<file path="src/hw/lcr_defines.svh">
// Register offsets, reset values, field positions and host command layout
`ifndef LCR_DEFINES_SVH
`define LCR_DEFINES_SVH
// Device register offsets
`define LCR_OFS_ENABLE 12'h200
`define LCR_OFS_MODE 12'h201
`define LCR_OFS_FPMF 12'h202
`define LCR_OFS_SYNC 12'h203
`define LCR_OFS_CTRL 12'h204
// Device reset values
`define LCR_RST_ENABLE 8'h01
`define LCR_RST_MODE 8'h02
`define LCR_RST_FPMF 8'h1f
`define LCR_RST_SYNC 8'h01
`define LCR_RST_CTRL 8'h03
// Field positions
`define LCR_BIT_EN 0
`define LCR_BIT_SYNC 0
`define LCR_BIT_SCR 0
`define LCR_BIT_FMT 1
`define LCR_SEL_LO 2
`define LCR_SEL_HI 3
`define LCR_BIT_UPPER 4
// Sync source codes
`define LCR_SEL_SE 2'h0
`define LCR_SEL_TS 2'h1
`define LCR_SEL_SW 2'h2
// Link mode decoding
`define LCR_MODE_66B_MIN 8'h10
`define LCR_MODE_F_LO 0
`define LCR_MODE_F_HI 1
`define LCR_MODE_E_BIT 2
`define LCR_EMB_BASE 11'h100
`define LCR_K_ONE 11'h001
// Serializer power-down masks, one bit per lane
`define LCR_LANES_ALL 8'hff
`define LCR_LANES_UPPER_OFF 8'hf0
`define LCR_LANES_LOWER_OFF 8'h0f
// Host AHB register offsets
`define LCR_AHB_CMD 8'h00
`define LCR_AHB_STATUS 8'h04
`define LCR_AHB_PINS 8'h08
`define LCR_HSIZE_WORD 3'h2
`define LCR_HTRANS_ACT 1
// Host command word fields
`define LCR_CMD_A_HI 11
`define LCR_CMD_A_LO 0
`define LCR_CMD_D_HI 19
`define LCR_CMD_D_LO 12
`define LCR_CMD_WR 24
// Host status and pin fields
`define LCR_ST_BUSY 0
`define LCR_ST_REFUSED 1
`define LCR_ST_D_LO 8
`define LCR_PIN_SE 0
`define LCR_PIN_TS 1
`define LCR_PIN_CAL 2
`define LCR_PIN_SYSREF 3
`define LCR_PINS_RST 4'h3
`endif

</file>
<file path="src/hw/lcr_pkg.sv">
// Types shared by both ends of the link control register port
package lcr_pkg;
    typedef logic [11:0] lcr_addr_t;
    typedef logic [7:0] lcr_byte_t;
    typedef logic [8:0] lcr_kcount_t;
    typedef enum logic [2:0] {
        LCR_HS_IDLE = 3'h1,
        LCR_HS_WRITE = 3'h2,
        LCR_HS_READ = 3'h4
    } lcr_host_state_e;
endpackage

</file>
<file path="src/hw/lcr_if.sv">
// Register port and sync pins between the host controller and the converter
`timescale 1ns/1ps
interface lcr_if;
    lcr_pkg::lcr_addr_t reg_addr;
    lcr_pkg::lcr_byte_t reg_wdata;
    logic reg_wr;
    logic reg_rd;
    lcr_pkg::lcr_byte_t reg_rdata;
    logic reg_rvalid;
    logic single_ended_sync_pin_n;
    logic timestamp_pin_n;
    logic sysref;
    logic cal_enable;
    modport device (
        input reg_addr, reg_wdata, reg_wr, reg_rd,
        input single_ended_sync_pin_n, timestamp_pin_n, sysref, cal_enable,
        output reg_rdata, reg_rvalid
    );
    modport host (
        output reg_addr, reg_wdata, reg_wr, reg_rd,
        output single_ended_sync_pin_n, timestamp_pin_n, sysref, cal_enable,
        input reg_rdata, reg_rvalid
    );
endinterface

</file>
<file path="src/hw/lcr_mf_counter.sv">
// Multiframe clock counter with hold and SYSREF realignment
`timescale 1ns/1ps
`include "lcr_defines.svh"
module lcr_mf_counter (
    // Clock and reset
    input wire logic clk_in,
    input wire logic rst_in,
    // Control
    input wire logic hold_in,
    input wire logic sysref_in,
    input wire lcr_pkg::lcr_kcount_t k_minus_one_in,
    // Status
    output lcr_pkg::lcr_kcount_t count_out,
    output logic start_out
);
    import lcr_pkg::*;
    logic sysref_reg;
    lcr_kcount_t count_next;

    always_comb begin
        if (sysref_in && !sysref_reg) begin
            count_next = '0;
        end else if (count_out >= k_minus_one_in) begin
            count_next = '0;
        end else begin
            count_next = count_out + 9'h001;
        end
    end

    always_ff @(posedge clk_in) begin
        if (rst_in || hold_in) begin
            sysref_reg <= 1'b0;
        end else begin
            sysref_reg <= sysref_in;
        end
    end

    always_ff @(posedge clk_in) begin
        if (rst_in || hold_in) begin
            count_out <= '0;
            start_out <= 1'b0;
        end else begin
            count_out <= count_next;
            start_out <= (count_next == '0);
        end
    end
endmodule // lcr_mf_counter

</file>
<file path="src/hw/lcr_device.sv">
// Converter end: link control registers and their effect on the link
`timescale 1ns/1ps
`include "lcr_defines.svh"
////////////////////////////////////////////////////////////////////////////////
// How it works
// - Enable bit switches link; resets to one
// - Disabled link: reset, serializers off, clocks gated
// - Disabled link holds multiframe counter in reset
// - Host clears enable before other config writes
// - Host sets calibration before setting enable
// - Host clears enable before clearing calibration
// - Mode changes only with enable, calibration off
// - Only lock-permitted link modes are accepted
// - Frame field holds frames minus one
// - 64b/66b modes derive frames from mode
// - Frame field changed only while disabled
// - Writing zero to sync bit requests sync
// - Software request adds to any pin request
// - Stuck pin released by source two or three
// - Source field picks sync pin or software
// - Format bit picks offset binary or signed
// - Whitening bit; always on in 64b/66b
// - Lane mapping bit selects upper lanes
module lcr_device (
    // Clock and reset
    input wire logic clk_in,
    input wire logic rst_in,
    // Straps
    input wire lcr_pkg::lcr_byte_t mode_lock_in,
    input wire logic timestamp_receiver_enable_in,
    // Register port and sync pins
    lcr_if.device link,
    // Link control
    output logic link_reset_out,
    output logic link_clock_enable_out,
    output lcr_pkg::lcr_byte_t serializer_power_down_out,
    output logic sample_format_out,
    output logic whitening_enable_out,
    output logic sync_request_out,
    // Multiframe timing
    output lcr_pkg::lcr_kcount_t frames_per_multiframe_minus_one_out,
    output lcr_pkg::lcr_kcount_t multiframe_count_out,
    output logic multiframe_start_out
);
    import lcr_pkg::*;

    lcr_byte_t link_enable_reg;
    lcr_byte_t link_mode_reg;
    lcr_byte_t frames_per_multiframe_reg;
    lcr_byte_t software_sync_request_reg;
    lcr_byte_t link_control_reg;
    lcr_byte_t reg_rdata_reg;
    logic reg_rvalid_reg;
    logic link_enable;
    logic mode_is_66b;
    logic pin_request;
    logic [1:0] sync_source;
    lcr_kcount_t k_minus_one;

    ////////////////////////////////////////////////////////////////////////////
    // Helpers

    function automatic logic is_write(input lcr_addr_t ofs);
        return link.reg_wr && (link.reg_addr == ofs);
    endfunction

    function automatic logic mode_allowed(input lcr_byte_t mode, input lcr_byte_t lock);
        return mode <= lock;
    endfunction

    function automatic logic is_66b(input lcr_byte_t mode);
        return mode >= `LCR_MODE_66B_MIN;
    endfunction

    function automatic lcr_kcount_t derive_k(input lcr_byte_t mode, input lcr_byte_t fpmf);
        logic [10:0] k_full;
        k_full = `LCR_EMB_BASE;
        if (is_66b(mode)) begin
            k_full = `LCR_EMB_BASE << mode[`LCR_MODE_E_BIT];
            k_full = k_full >> mode[`LCR_MODE_F_HI:`LCR_MODE_F_LO];
            k_full = k_full - `LCR_K_ONE;
            return k_full[8:0];
        end
        return {1'b0, fpmf};
    endfunction

    function automatic lcr_byte_t read_mux(input lcr_addr_t a);
        case (a)
            `LCR_OFS_ENABLE: read_mux = link_enable_reg;
            `LCR_OFS_MODE: read_mux = link_mode_reg;
            `LCR_OFS_FPMF: read_mux = frames_per_multiframe_reg;
            `LCR_OFS_SYNC: read_mux = software_sync_request_reg;
            `LCR_OFS_CTRL: read_mux = link_control_reg;
            default: read_mux = '0;
        endcase
    endfunction

    ////////////////////////////////////////////////////////////////////////////
    // Registers

    always_ff @(posedge clk_in) begin
        if (rst_in) begin
            link_enable_reg <= `LCR_RST_ENABLE;
        end else if (is_write(`LCR_OFS_ENABLE)) begin
            link_enable_reg <= link.reg_wdata;
        end
    end

    always_ff @(posedge clk_in) begin
        if (rst_in) begin
            link_mode_reg <= `LCR_RST_MODE;
        end else if (is_write(`LCR_OFS_MODE) && mode_allowed(link.reg_wdata, mode_lock_in)) begin
            link_mode_reg <= link.reg_wdata;
        end
    end

    always_ff @(posedge clk_in) begin
        if (rst_in) begin
            frames_per_multiframe_reg <= `LCR_RST_FPMF;
        end else if (is_write(`LCR_OFS_FPMF)) begin
            frames_per_multiframe_reg <= link.reg_wdata;
        end
    end

    always_ff @(posedge clk_in) begin
        if (rst_in) begin
            software_sync_request_reg <= `LCR_RST_SYNC;
        end else if (is_write(`LCR_OFS_SYNC)) begin
            software_sync_request_reg <= link.reg_wdata;
        end
    end

    always_ff @(posedge clk_in) begin
        if (rst_in) begin
            link_control_reg <= `LCR_RST_CTRL;
        end else if (is_write(`LCR_OFS_CTRL)) begin
            link_control_reg <= link.reg_wdata;
        end
    end

    // Reads answer one cycle later; unmapped offsets read zero
    always_ff @(posedge clk_in) begin
        if (rst_in) begin
            reg_rdata_reg <= '0;
            reg_rvalid_reg <= 1'b0;
        end else begin
            reg_rdata_reg <= link.reg_rd ? read_mux(link.reg_addr) : '0;
            reg_rvalid_reg <= link.reg_rd && !link.reg_wr;
        end
    end

    assign link.reg_rdata = reg_rdata_reg;
    assign link.reg_rvalid = reg_rvalid_reg;

    ////////////////////////////////////////////////////////////////////////////
    // Decoded state

    assign link_enable = link_enable_reg[`LCR_BIT_EN];
    assign mode_is_66b = is_66b(link_mode_reg);
    assign sync_source = link_control_reg[`LCR_SEL_HI:`LCR_SEL_LO];

    assign k_minus_one = derive_k(link_mode_reg, frames_per_multiframe_reg);

    always_comb begin
        case (sync_source)
            `LCR_SEL_SE: pin_request = !link.single_ended_sync_pin_n;
            `LCR_SEL_TS: pin_request = !link.timestamp_pin_n && timestamp_receiver_enable_in;
            default: pin_request = 1'b0;
        endcase
    end

    ////////////////////////////////////////////////////////////////////////////
    // Link control outputs

    always_ff @(posedge clk_in) begin
        if (rst_in) begin
            link_reset_out <= 1'b0;
            link_clock_enable_out <= 1'b1;
        end else begin
            link_reset_out <= !link_enable;
            link_clock_enable_out <= link_enable;
        end
    end

    always_ff @(posedge clk_in) begin
        if (rst_in) begin
            serializer_power_down_out <= `LCR_LANES_UPPER_OFF;
        end else if (!link_enable) begin
            serializer_power_down_out <= `LCR_LANES_ALL;
        end else if (link_control_reg[`LCR_BIT_UPPER]) begin
            serializer_power_down_out <= `LCR_LANES_LOWER_OFF;
        end else begin
            serializer_power_down_out <= `LCR_LANES_UPPER_OFF;
        end
    end

    always_ff @(posedge clk_in) begin
        if (rst_in) begin
            sample_format_out <= 1'b1;
            whitening_enable_out <= 1'b1;
        end else begin
            sample_format_out <= link_control_reg[`LCR_BIT_FMT];
            whitening_enable_out <= mode_is_66b || link_control_reg[`LCR_BIT_SCR];
        end
    end

    always_ff @(posedge clk_in) begin
        if (rst_in) begin
            sync_request_out <= 1'b0;
        end else begin
            sync_request_out <= !software_sync_request_reg[`LCR_BIT_SYNC] || pin_request;
        end
    end

    always_ff @(posedge clk_in) begin
        if (rst_in) begin
            frames_per_multiframe_minus_one_out <= {1'b0, `LCR_RST_FPMF};
        end else begin
            frames_per_multiframe_minus_one_out <= k_minus_one;
        end
    end

    ////////////////////////////////////////////////////////////////////////////
    // Multiframe counter

    lcr_mf_counter u_mf_counter (
        .clk_in(clk_in),
        .rst_in(rst_in),
        .hold_in(!link_enable),
        .sysref_in(link.sysref),
        .k_minus_one_in(k_minus_one),
        .count_out(multiframe_count_out),
        .start_out(multiframe_start_out)
    );
endmodule // lcr_device

</file>
<file path="src/flat_wrapper.sv">
// flat-port wrapper written by rule: the top's interface ports become plain ports
module lcr_device_flat import lcr_pkg::*;
  (clk_in, rst_in, mode_lock_in, timestamp_receiver_enable_in, link_reset_out, link_clock_enable_out, serializer_power_down_out, sample_format_out, whitening_enable_out, sync_request_out, frames_per_multiframe_minus_one_out, multiframe_count_out, multiframe_start_out, link_reg_addr, link_reg_wdata, link_reg_wr, link_reg_rd, link_single_ended_sync_pin_n, link_timestamp_pin_n, link_sysref, link_cal_enable, link_reg_rdata, link_reg_rvalid);
  lcr_if link_i ();
  input wire logic clk_in;
  input wire logic rst_in;
  input wire lcr_pkg::lcr_byte_t mode_lock_in;
  input wire logic timestamp_receiver_enable_in;
  output logic link_reset_out;
  output logic link_clock_enable_out;
  output lcr_pkg::lcr_byte_t serializer_power_down_out;
  output logic sample_format_out;
  output logic whitening_enable_out;
  output logic sync_request_out;
  output lcr_pkg::lcr_kcount_t frames_per_multiframe_minus_one_out;
  output lcr_pkg::lcr_kcount_t multiframe_count_out;
  output logic multiframe_start_out;
  input wire logic [$bits(link_i.reg_addr)-1:0] link_reg_addr;
  input wire logic [$bits(link_i.reg_wdata)-1:0] link_reg_wdata;
  input wire logic [$bits(link_i.reg_wr)-1:0] link_reg_wr;
  input wire logic [$bits(link_i.reg_rd)-1:0] link_reg_rd;
  input wire logic [$bits(link_i.single_ended_sync_pin_n)-1:0] link_single_ended_sync_pin_n;
  input wire logic [$bits(link_i.timestamp_pin_n)-1:0] link_timestamp_pin_n;
  input wire logic [$bits(link_i.sysref)-1:0] link_sysref;
  input wire logic [$bits(link_i.cal_enable)-1:0] link_cal_enable;
  output wire logic [$bits(link_i.reg_rdata)-1:0] link_reg_rdata;
  output wire logic [$bits(link_i.reg_rvalid)-1:0] link_reg_rvalid;
  assign link_i.reg_addr = link_reg_addr;
  assign link_i.reg_wdata = link_reg_wdata;
  assign link_i.reg_wr = link_reg_wr;
  assign link_i.reg_rd = link_reg_rd;
  assign link_i.single_ended_sync_pin_n = link_single_ended_sync_pin_n;
  assign link_i.timestamp_pin_n = link_timestamp_pin_n;
  assign link_i.sysref = link_sysref;
  assign link_i.cal_enable = link_cal_enable;
  assign link_reg_rdata = link_i.reg_rdata;
  assign link_reg_rvalid = link_i.reg_rvalid;
  lcr_device u_core (.clk_in(clk_in), .rst_in(rst_in), .mode_lock_in(mode_lock_in), .timestamp_receiver_enable_in(timestamp_receiver_enable_in), .link(link_i), .link_reset_out(link_reset_out), .link_clock_enable_out(link_clock_enable_out), .serializer_power_down_out(serializer_power_down_out), .sample_format_out(sample_format_out), .whitening_enable_out(whitening_enable_out), .sync_request_out(sync_request_out), .frames_per_multiframe_minus_one_out(frames_per_multiframe_minus_one_out), .multiframe_count_out(multiframe_count_out), .multiframe_start_out(multiframe_start_out));
endmodule
</file>
<file path="config.mk">
export PLATFORM = sky130hd
export DESIGN_NAME = lcr_device_flat
export DESIGN_NICKNAME = d
export VERILOG_FILES = /design/src/hw/lcr_pkg.sv /design/src/hw/lcr_if.sv /design/src/hw/lcr_mf_counter.sv /design/src/hw/lcr_device.sv /design/src/flat_wrapper.sv
export VERILOG_INCLUDE_DIRS = /design/src /design/src/hw
export SDC_FILE = /design/constraint.sdc
export NUM_CORES = 1
export LEC_CHECK = 0
export BUFFER_PORTS_ARGS = -buffer_cell sky130_fd_sc_hd__buf_2
export CAP_MARGIN = 20
export CORE_AREA = 2 2 114 127
export DETAILED_ROUTE_END_ITERATION = 8
export DIE_AREA = 0 0 116 129
export HOLD_SLACK_MARGIN = 0.06
export PLACE_DENSITY = 0.48
export SLEW_MARGIN = 10
export SYNTH_ARGS = -nofsm -noshare
export SYNTH_HDL_FRONTEND = slang
export SYNTH_SLANG_ARGS = --single-unit
</file>
<file path="constraint.sdc">
create_clock -name clk_in -period 3 [get_ports clk_in]
set_input_delay 0.6 -clock clk_in [delete_from_list [all_inputs] [get_ports clk_in]]
set_output_delay 0.6 -clock clk_in [all_outputs]
set_load 0.01 [all_outputs]
</file>
* Yosys cells after proc, flatten, opt, wreduce, memory -nomap -nowiden
Index checks and enable logic that the tools add are counted.
** Word-level totals
- Register bits :: 82
- Bits in read-only memories :: 0
- Latch bits :: 0
- Memories kept :: 0
- RAM bits :: 0
- Logic and storage cells :: 64
** Operators by class
- Reduce and logical (&&, ||, !) cells :: 22
- Shift operators :: 2
- Div/mod/pow operators :: 0
- Magnitude comparators :: 3
- Equal/unequal tests :: 6
- Bitwise logic cells :: 2
- Multipliers :: 0
- Add/subtract/negate cells :: 2
- Muxes and demuxes :: 9
** Operators by type and width (number)
- 12-bit by 10-bit equality test with 1-bit output (second input constant) :: 5
- 8-bit one-hot mux with 5 select lines :: 1
- 9-bit 2-to-1 mux :: 4
- 9-bit by 1-bit left shift with 11-bit output (first input constant) :: 1
- 11-bit by 2-bit right shift with 9-bit output :: 1
- 9-bit by 1-bit adder with 9-bit output (second input constant) :: 1
- 9-bit greater-or-equal comparator :: 1
- 1-bit logical AND :: 9
- 9-bit zero test :: 1
- 9-bit by 1-bit subtractor with 9-bit output (second input constant) :: 1
- 8-bit by 5-bit greater-or-equal comparator with 1-bit output (second input constant) :: 1
- 8-bit less-or-equal comparator :: 1
- 8-bit 2-to-1 mux :: 1
- 1-bit zero test :: 6
- 4-bit 2-to-1 mux :: 1
- 2-bit OR reduction :: 2
- 1-bit logical OR :: 3
- 2-bit by 1-bit equality test with 1-bit output (second input constant) :: 1
- 2-bit zero test :: 1
- 1-bit NOT :: 2
- 1-bit one-hot mux with 2 select lines :: 1
- 1-bit 2-to-1 mux :: 1

* Logic depth before layout (Yosys ltp)
Gate-level depths: netlist (run 1).
- Depth in word-level cells :: 9
- Gate-level depth with buffers :: 12
- Depth with buffers taken out :: 12

* By module
Synthesis (run 1) repeated with hierarchy kept, for this count alone.
** Unflattened totals
- Cells, all modules :: 405
- Area, all modules :: 3666.0 µm²
** By module, submodules not included
- lcr_device :: cells an instance 318, area each 2974.1 µm², sequential area each 1301.2 µm², instances 1
- lcr_mf_counter :: cells an instance 87, area each 691.9 µm², sequential area each 220.2 µm², instances 1

* Worst setup path before layout (run 1)
Ideal clock, no wire load.
- Path type :: flip-flop to flip-flop
- Start :: reg u_core.link_mode_reg[4]
- End :: reg u_core.u_mf_counter.count_out[2]
- Cell stages (with the launch flop) :: 11
- Period minus slack after synthesis :: 2.424 ns
- Arrival time :: 2.354 ns
- Path slack :: 0.576 ns
- Data required time :: 2.931 ns
- Path through :: dfxtp_1 or4_1 clkbuf_1 clkbuf_1 or2_1 ha_1 nor2b_1 o21ai_0 a21oi_1 nand4_1 nor2_1
** Between the ends
- Longest elaborated chain between the ends :: 6
** RTL lines
- from (decl) :: RTL line lcr_device.sv:48 : lcr_byte_t link_mode_reg;
- from (signal assigned) :: RTL line lcr_device.sv:111 : link_mode_reg <= `LCR_RST_MODE;
- from (signal assigned) :: RTL line lcr_device.sv:113 : link_mode_reg <= link.reg_wdata;
- 8-bit by 5-bit greater-or-equal comparator with 1-bit output (no line)
- 1-bit 2-to-1 mux :: RTL line lcr_device.sv:78 : if (is_66b(mode)) begin
- 9-bit 2-to-1 mux :: RTL line lcr_device.sv:84 : return {1'b0, fpmf};
- via u_core.k_minus_one[0] :: RTL line lcr_device.sv:58 : lcr_kcount_t k_minus_one;
- 9-bit greater-or-equal comparator :: RTL line lcr_mf_counter.sv:23 : end else if (count_out >= k_minus_one_in) begin
- 9-bit 2-to-1 mux :: RTL line lcr_mf_counter.sv:23
- 9-bit 2-to-1 mux :: RTL line lcr_mf_counter.sv:21 : if (sysref_in && !sysref_reg) begin
- to (signal assigned) :: RTL line lcr_mf_counter.sv:43 : count_out <= count_next;
- to (decl) :: RTL line lcr_mf_counter.sv:13 : output lcr_pkg::lcr_kcount_t count_out,
The timed path passes the listed nets, and every way through them passes these cells.
A chain may end at the register's enable or synchronous reset.

* Final worst setup path (run 1)
- Start :: reg u_core.link_mode_reg[4]
- End :: reg u_core.u_mf_counter.count_out[7]
** Between the ends
- Longest elaborated chain between the ends :: 6
** RTL lines (RTL line)
- 8-bit by 5-bit greater-or-equal comparator with 1-bit output (no line)
- 1-bit 2-to-1 mux :: lcr_device.sv:78
- 9-bit 2-to-1 mux :: lcr_device.sv:84
- 9-bit greater-or-equal comparator :: lcr_mf_counter.sv:23
- 9-bit 2-to-1 mux :: lcr_mf_counter.sv:23
- 9-bit 2-to-1 mux :: lcr_mf_counter.sv:21
Every way passes these cells.

==> impl_metrics.json, run 1 <==
{
  "final_nets": 534,
  "grt.overflow.total": 0,
  "final.min_clock_period_ns": 2.584,
  "dp.cells": 651,
  "grt_antenna_before_repair": 0,
  "p_comb_frac": 0.055,
  "clkPwrFrac": 0.502,
  "yosys_warnings": 0,
  "synth_top_area_share": 0.4228,
  "fillers": 1474,
  "vdd_ir_drop_max_mv": 0.2950,
  "chipHeight_um": 129,
  "arrival_ns": 2.85,
  "timing.fmax_mhz": 387.0,
  "power_density_nw_per_um2": 516.2,
  "drt-pass1-iter-count": 5,
  "met2_length_um": 4328,
  "area_growth_pct": 23.89,
  "netlist_top_cells_area": "dfxtp_1 (42%), ha_1 (7.6%), nand2_1 (6.4%)",
  "grt_use_total": 0.1263,
  "dr.max_layer_used": "met4",
  "drt-initial-drc-count": 163,
  "cts.repair.resized": 0,
  "avgSynthCellArea_sq_um": 8.907,
  "min_path_type": "register to register",
  "drc": 0,
  "seqPwrFrac": 0.443,
  "cts_tree": "yes",
  "path_clk_slew_ns": 0.06,
  "wl_met3_um": 485,
  "grt_max_degree": 33,
  "cts_sinks": 76,
  "p_leak_nw": 1.862,
  "die_w_um": 116,
  "cap_viol_max_count": 0,
  "dpl.hpwl_um": 6817,
  "port_buffers": 76,
  "finalHoldViolations": 0,
  "switching_power_mw": 0.4900,
  "synth.distinct_cells": 46,
  "wl_um": 9163,
  "antennaDiodeCount": 0,
  "wl_per_cell_um": 13.74,
  "antenna_left": 0,
  "syn_nets": 463,
  "crit_type": "register to register",
  "synthArstFlopShare": 0,
  "grt_pass1_wl_um": 14660,
  "place_congestion": 0.7934,
  "start_util": 0.2641,
  "fin_tns_setup_ns": 0,
  "setup_violations": 0,
  "crit_required_ns": 3.27,
  "synth-edff-count": 0,
  "yosys_most_used_dff": "dfxtp_1",
  "critical_path.endpoint_type": "register",
  "skew_ns": 0.004409,
  "slew-limit-headroom": 0.6619,
  "m1WireLength_um": 4272,
  "vias": 3053,
  "synth-seq-cells": 76,
  "coreArea_sq_um": 13630,
  "clk_path_buf_depth": 2,
  "worst_slew_pin_slew_ns": 0.5072,
  "io_pins": 78,
  "fin_crit_sh": 0.8613,
  "cts_setup_buffers": 0,
  "htree_num_levels": 3,
  "drive_gt1_frac": 0.2317,
  "clk_latency_ns": 0.33,
  "swShare": 0.2129,
  "postCtsHoldBufs": 0,
  "p_int_mw": 1.811,
  "cp_max_fo": 17,
  "rsz0062_at_grt": "no",
  "grt_pass1_vias": 2869,
  "slew_violations": 0,
  "die-area_sq_um": 14960,
  "rows": 45,
  "startpoint_type": "register",
  "seq_area_frac_synth": 0.4228,
  "syn_inst": 404,
  "root_buffer": "clkbuf_16",
  "layoutNonFillerInstCount": 667,
  "cts_buffers": 9,
  "reg_top3": "u_core.frames_per_multiframe_minus_one_out (9), u_core.u_mf_counter.count_out (9)",
  "yosysTopAreaCell": "dfxtp_1",
  "status": "finished, final reports clean",
  "netlist_area_sq_um": 3598,
  "post_drt_via_cell_ratio": 4.577
}
## per-stage QoR
stage                     utilization  instance area [sq um]  power [mW]  hold WS [ns]  setup WS (ns)
final                          0.3272                   4458       2.301        0.4513         0.4160
after floorplan                     -                   3598       1.112        0.3839         0.5764
after CTS                      0.3266                   4451       2.333        0.4520         0.1920
after global placement         0.3034                   4134       1.166        0.4356         0.2716
after global routing           0.3272                   4458       2.387        0.4734         0.1824
after detailed placement       0.3034                   4134       1.168        0.4449         0.2030
## critical path: stages (launching register included)
cell     delay (ns)
dfxtp_1        0.32
or4_1          0.79
o21ai_1        0.30
ha_1           0.29
nand4_1        0.14
nor2_1         0.06
a21oi_1        0.19
nand4_1        0.13
buf_4          0.20
nor2_1         0.10
## metal layers
| layer | up-vias | GRT usage |
|---|---|---|
| li1 | 1558 | - |
| met1 | 1410 | 0.1699 |
| met2 | 79 | 0.1992 |
| met3 | 6 | 0.02967 |
| met4 | 0 | 0.04272 |
| met5 | - | 0 |
## synth_stat cells (2+ instances only)
cell,number
a22oi_1,9
nand3_1,13
nand4_1,8
xor2_1,6
a21oi_1,33
and2_1,2
o21ai_1,3
ha_1,22
nand2_2,2
nand2_1,61
nor2b_1,5
nand3b_1,5
o21ai_0,3
buf_4,7
xnor2_1,3
or2_2,3
o211ai_1,5
buf_2,4
nor3_1,2
nor4_4,5
nand2b_1,15
dfxtp_1,76
nor2_1,34
a222oi_1,7
or3_1,7
inv_1,18
clkbuf_1,11
mux2i_1,17
## logic make-up (layout without fill, tap and decap cells)
logic type,after synthesis,after routing,synth area share
buffers and inverters,41,116,0.05355
XOR/XNOR,9,9,0.02191
multiplexers,17,17,0.04729
AO/OA/AOI/OAI,69,69,0.1266
AND/OR/NAND/NOR,170,170,0.2514
adder cells (fa/ha/maj),22,22,0.07649
flip-flops,76,76,0.4228
## layout make-up
type	instances	area, sq um	share of cell area
flip-flops and latches	76	1521	0.3413
well taps	188	235.2	0.05276
inverters	18	67.56	0.01516
multi-input cells	287	1884	0.4227
clock inverters	4	73.82	0.01656
repair buffers	83	432.9	0.09711
clock buffers	11	242.7	0.05445
## worst paths after layout
kind | start | cells past startpoint | slack (ns) | endpoint
worst max-delay path | u_core.link_mode_reg[4] | 9 | 0.42 | u_core.u_mf_counter.count_out[7]
worst min-delay path | u_core.link_enable_reg[2] | 2 | 0.45 | u_core.link_enable_reg[2]
worst max register to register | u_core.link_mode_reg[4] | 9 | 0.42 | u_core.u_mf_counter.count_out[7]
worst min register to register | u_core.link_enable_reg[2] | 2 | 0.45 | u_core.link_enable_reg[2]
## power groups by stage
stage / clock, mW / sequential [mW] / combinational [mW]
2_1_floorplan: 0 / 1.04 / 0.0688
3_3_place_gp: 0 / 1.04 / 0.124
3_5_place_dp: 0 / 1.04 / 0.126
4_1_cts: 1.19 / 1.02 / 0.127
5_1_grt: 1.22 / 1.02 / 0.143
6_report: 1.16 / 1.02 / 0.126
## placed cells by master, fill, tap and decap left out, types with 8 or more instances in the layout
master,n
clkbuf_16,9
mux2i_1,17
a22oi_1,9
nor2_1,34
nand2_1,61
dfxtp_1,76
nand2b_1,15
buf_2,76
inv_1,18
ha_1,22
nand3_1,13
a21oi_1,33
nand4_1,8
(Power assumes the default switching activity.)
==> inputs of run 2 (changes only) <==
CELL_PAD_IN_SITES_DETAIL_PLACEMENT = 1   (was default)
CELL_PAD_IN_SITES_GLOBAL_PLACEMENT = 1   (was default)
HOLD_SLACK_MARGIN = 0.12   (was 0.06)
PLACE_DENSITY = 0.59   (was 0.48)
==> run 2 against run 1 <==
Effect of this change: critical path depth stayed put; combinational power grew 3%; sequential power is essentially flat; setup slack lost 0.069 ns; fmax is 2.6% lower; critical endpoint is now u_core.u_mf_counter.count_out[5]; largest cell class unchanged.
==> impl_metrics.json, run 2 (synthesis gave the netlist of run 1 again) <==
{
  "min_path_cells": 1,
  "arrival_ns": 2.92,
  "antenna_left": 0,
  "cts_tree": "yes",
  "skew_ns": 0.01180,
  "holdPathEnd": "u_core.serializer_power_down_out[6]",
  "fin_crit_sh": 0.8844,
  "drt-initial-drc-count": 156,
  "root_buffer": "clkbuf_16",
  "crit_type": "register to register",
  "critPathBufInv": 1,
  "fin_ws_ns": 0.3469,
  "clk_latency_ns": 0.33,
  "cts.repair.resized": 0,
  "vdd_ir_drop_max_mv": 0.2617,
  "setup_violations": 0,
  "reg2reg_depth": 9,
  "hold_slack_ns": 0.4431,
  "cts_buffers": 9,
  "vias": 3151,
  "start_util": 0.2641,
  "cts_setup_buffers": 0,
  "timing.fmax_mhz": 376.9,
  "die-area_sq_um": 14960,
  "rsz0062_at_grt": "no",
  "cap_viol_max_count": 0,
  "place_congestion": 0.7726,
  "slowest_delay_ns": 0.82,
  "slew-limit-headroom": 0.5986,
  "antennaDiodeCount": 0,
  "fin_tns_setup_ns": 0,
  "grt.overflow.total": 0,
  "startpoint_type": "register",
  "fillers": 1655,
  "path_cells": "or4_1 -> or2_1 -> ha_1 -> nor2b_1 -> o21ai_0 -> a21oi_1 -> nand4_1 -> buf_4 -> nor2_1",
  "chipHeight_um": 129,
  "path_clk_slew_ns": 0.06,
  "power_density_nw_per_um2": 495.8,
  "grt_pass1_wl_um": 16070,
  "min-delay-start": "u_core.link_control_reg[4]",
  "die_w_um": 116,
  "coreArea_sq_um": 13630,
  "drt-pass1-iter-count": 5,
  "status": "finished, final reports clean",
  "dpl.hpwl_um": 7646,
  "min_path_type": "register to register",
  "reg_top3": "u_core.frames_per_multiframe_minus_one_out (9), u_core.u_mf_counter.count_out (9)",
  "reg2reg_to": "u_core.u_mf_counter.count_out[5]",
  "reg2reg_setup_slack_ns": 0.35,
  "clk_path_buf_depth": 2,
  "finalHoldViolations": 0,
  "cts_sinks": 76,
  "grt_antenna_before_repair": 0,
  "wl_um": 10090,
  "worst_slew_pin_slew_ns": 0.6021,
  "drc": 0,
  "stdcell_area_sq_um": 4432,
  "drive_gt1_frac": 0.2333,
  "final.min_clock_period_ns": 2.653,
  "postCtsHoldBufs": 0,
  "port_buffers": 76,
  "final_cell_mix": "buf_2 (76), dfxtp_1 (76), nand2_1 (61), nor2_1 (34), a21oi_1 (33)",
  "slew_violations": 0,
  "final_nets": 535,
  "post_drt_via_cell_ratio": 4.717,
  "grt_pass1_vias": 3103,
  "pre_cts_ws_ns": 0.3128,
  "slowest_stage": "or4_1",
  "rows": 45,
  "area_growth_pct": 23.16,
  "grt_max_degree": 38,
  "p_leak_nw": 1.853,
  "grt_use_total": 0.1388,
  "cp_max_fo": 17,
  "path_delay_family": "simple AND/OR/NAND/NOR gates",
  "crit_required_ns": 3.27,
  "dp.cells": 653,
  "htree_num_levels": 3,
  "critical_path.endpoint_type": "register",
  "rr_startpoint": "u_core.link_mode_reg[4]",
  "placed_area_sq_um": 4149,
  "layoutNonFillerInstCount": 668,
  "io_pins": 78,
  "wl_per_cell_um": 15.10
}
==> run 2: cell types whose count changed in the layout (fill, tap and decap cells not counted) <==
cell / previous run / this run
clkbuf_8: 1 / 0
bufinv_16: 2 / 1
clkinv_2: 1 / 3
buf_4: 7 / 8
==> run 2: where the power goes <==
group | leakage [nW] | internal (mW) | switching (mW) | total [mW]
clock | 0.142 | 0.636 | 0.412 | 1.05
combinational | 1.10 | 0.0515 | 0.0780 | 0.130
sequential | 0.614 | 1.01 | 0.00504 | 1.02
==> run 2: how the worst max path moves through the flow <==
stage	from	end	slack [ns]	cells after the start
2_1_floorplan	u_core.link_mode_reg[4]	u_core.u_mf_counter.count_out[2]	0.58	10
3_3_place_gp	link_reg_addr[7]	u_core.frames_per_multiframe_reg[6]	0.35	6
3_5_place_dp	link_reg_addr[7]	u_core.frames_per_multiframe_reg[4]	0.31	6
4_1_cts	u_core.link_mode_reg[4]	u_core.u_mf_counter.count_out[8]	0.33	9
5_1_grt	u_core.link_mode_reg[0]	u_core.u_mf_counter.count_out[2]	0.09	13
6_report	u_core.link_mode_reg[4]	u_core.u_mf_counter.count_out[5]	0.35	9
==> run 2: per-stage QoR <==
stage,util,power (mW)
finish,0.3253,2.197
CTS,0.3253,2.231
global route,0.3253,2.293
detailed placement,0.3045,1.174
floorplan,-,1.112
global placement,0.3045,1.169
==> run 2: area by class of cell <==
type	instances	area [sq um]	share of cell area
Clock buffer	10	229.0	0.05167
Clock inverter	5	53.80	0.01214
Inverter	18	67.56	0.01525
Multi-Input combinational cell	287	1884	0.4252
Sequential cell	76	1521	0.3433
Tap cell	188	235.2	0.05308
Timing Repair Buffer	84	440.4	0.09938
==> run 2: layer usage <==
metal | routed length (um) | global-route usage
met4 | 80 | 0.04342
met2 | 5071 | 0.2377
met3 | 414 | 0.02685
met5 | 0 | 0
met1 | 4522 | 0.1757
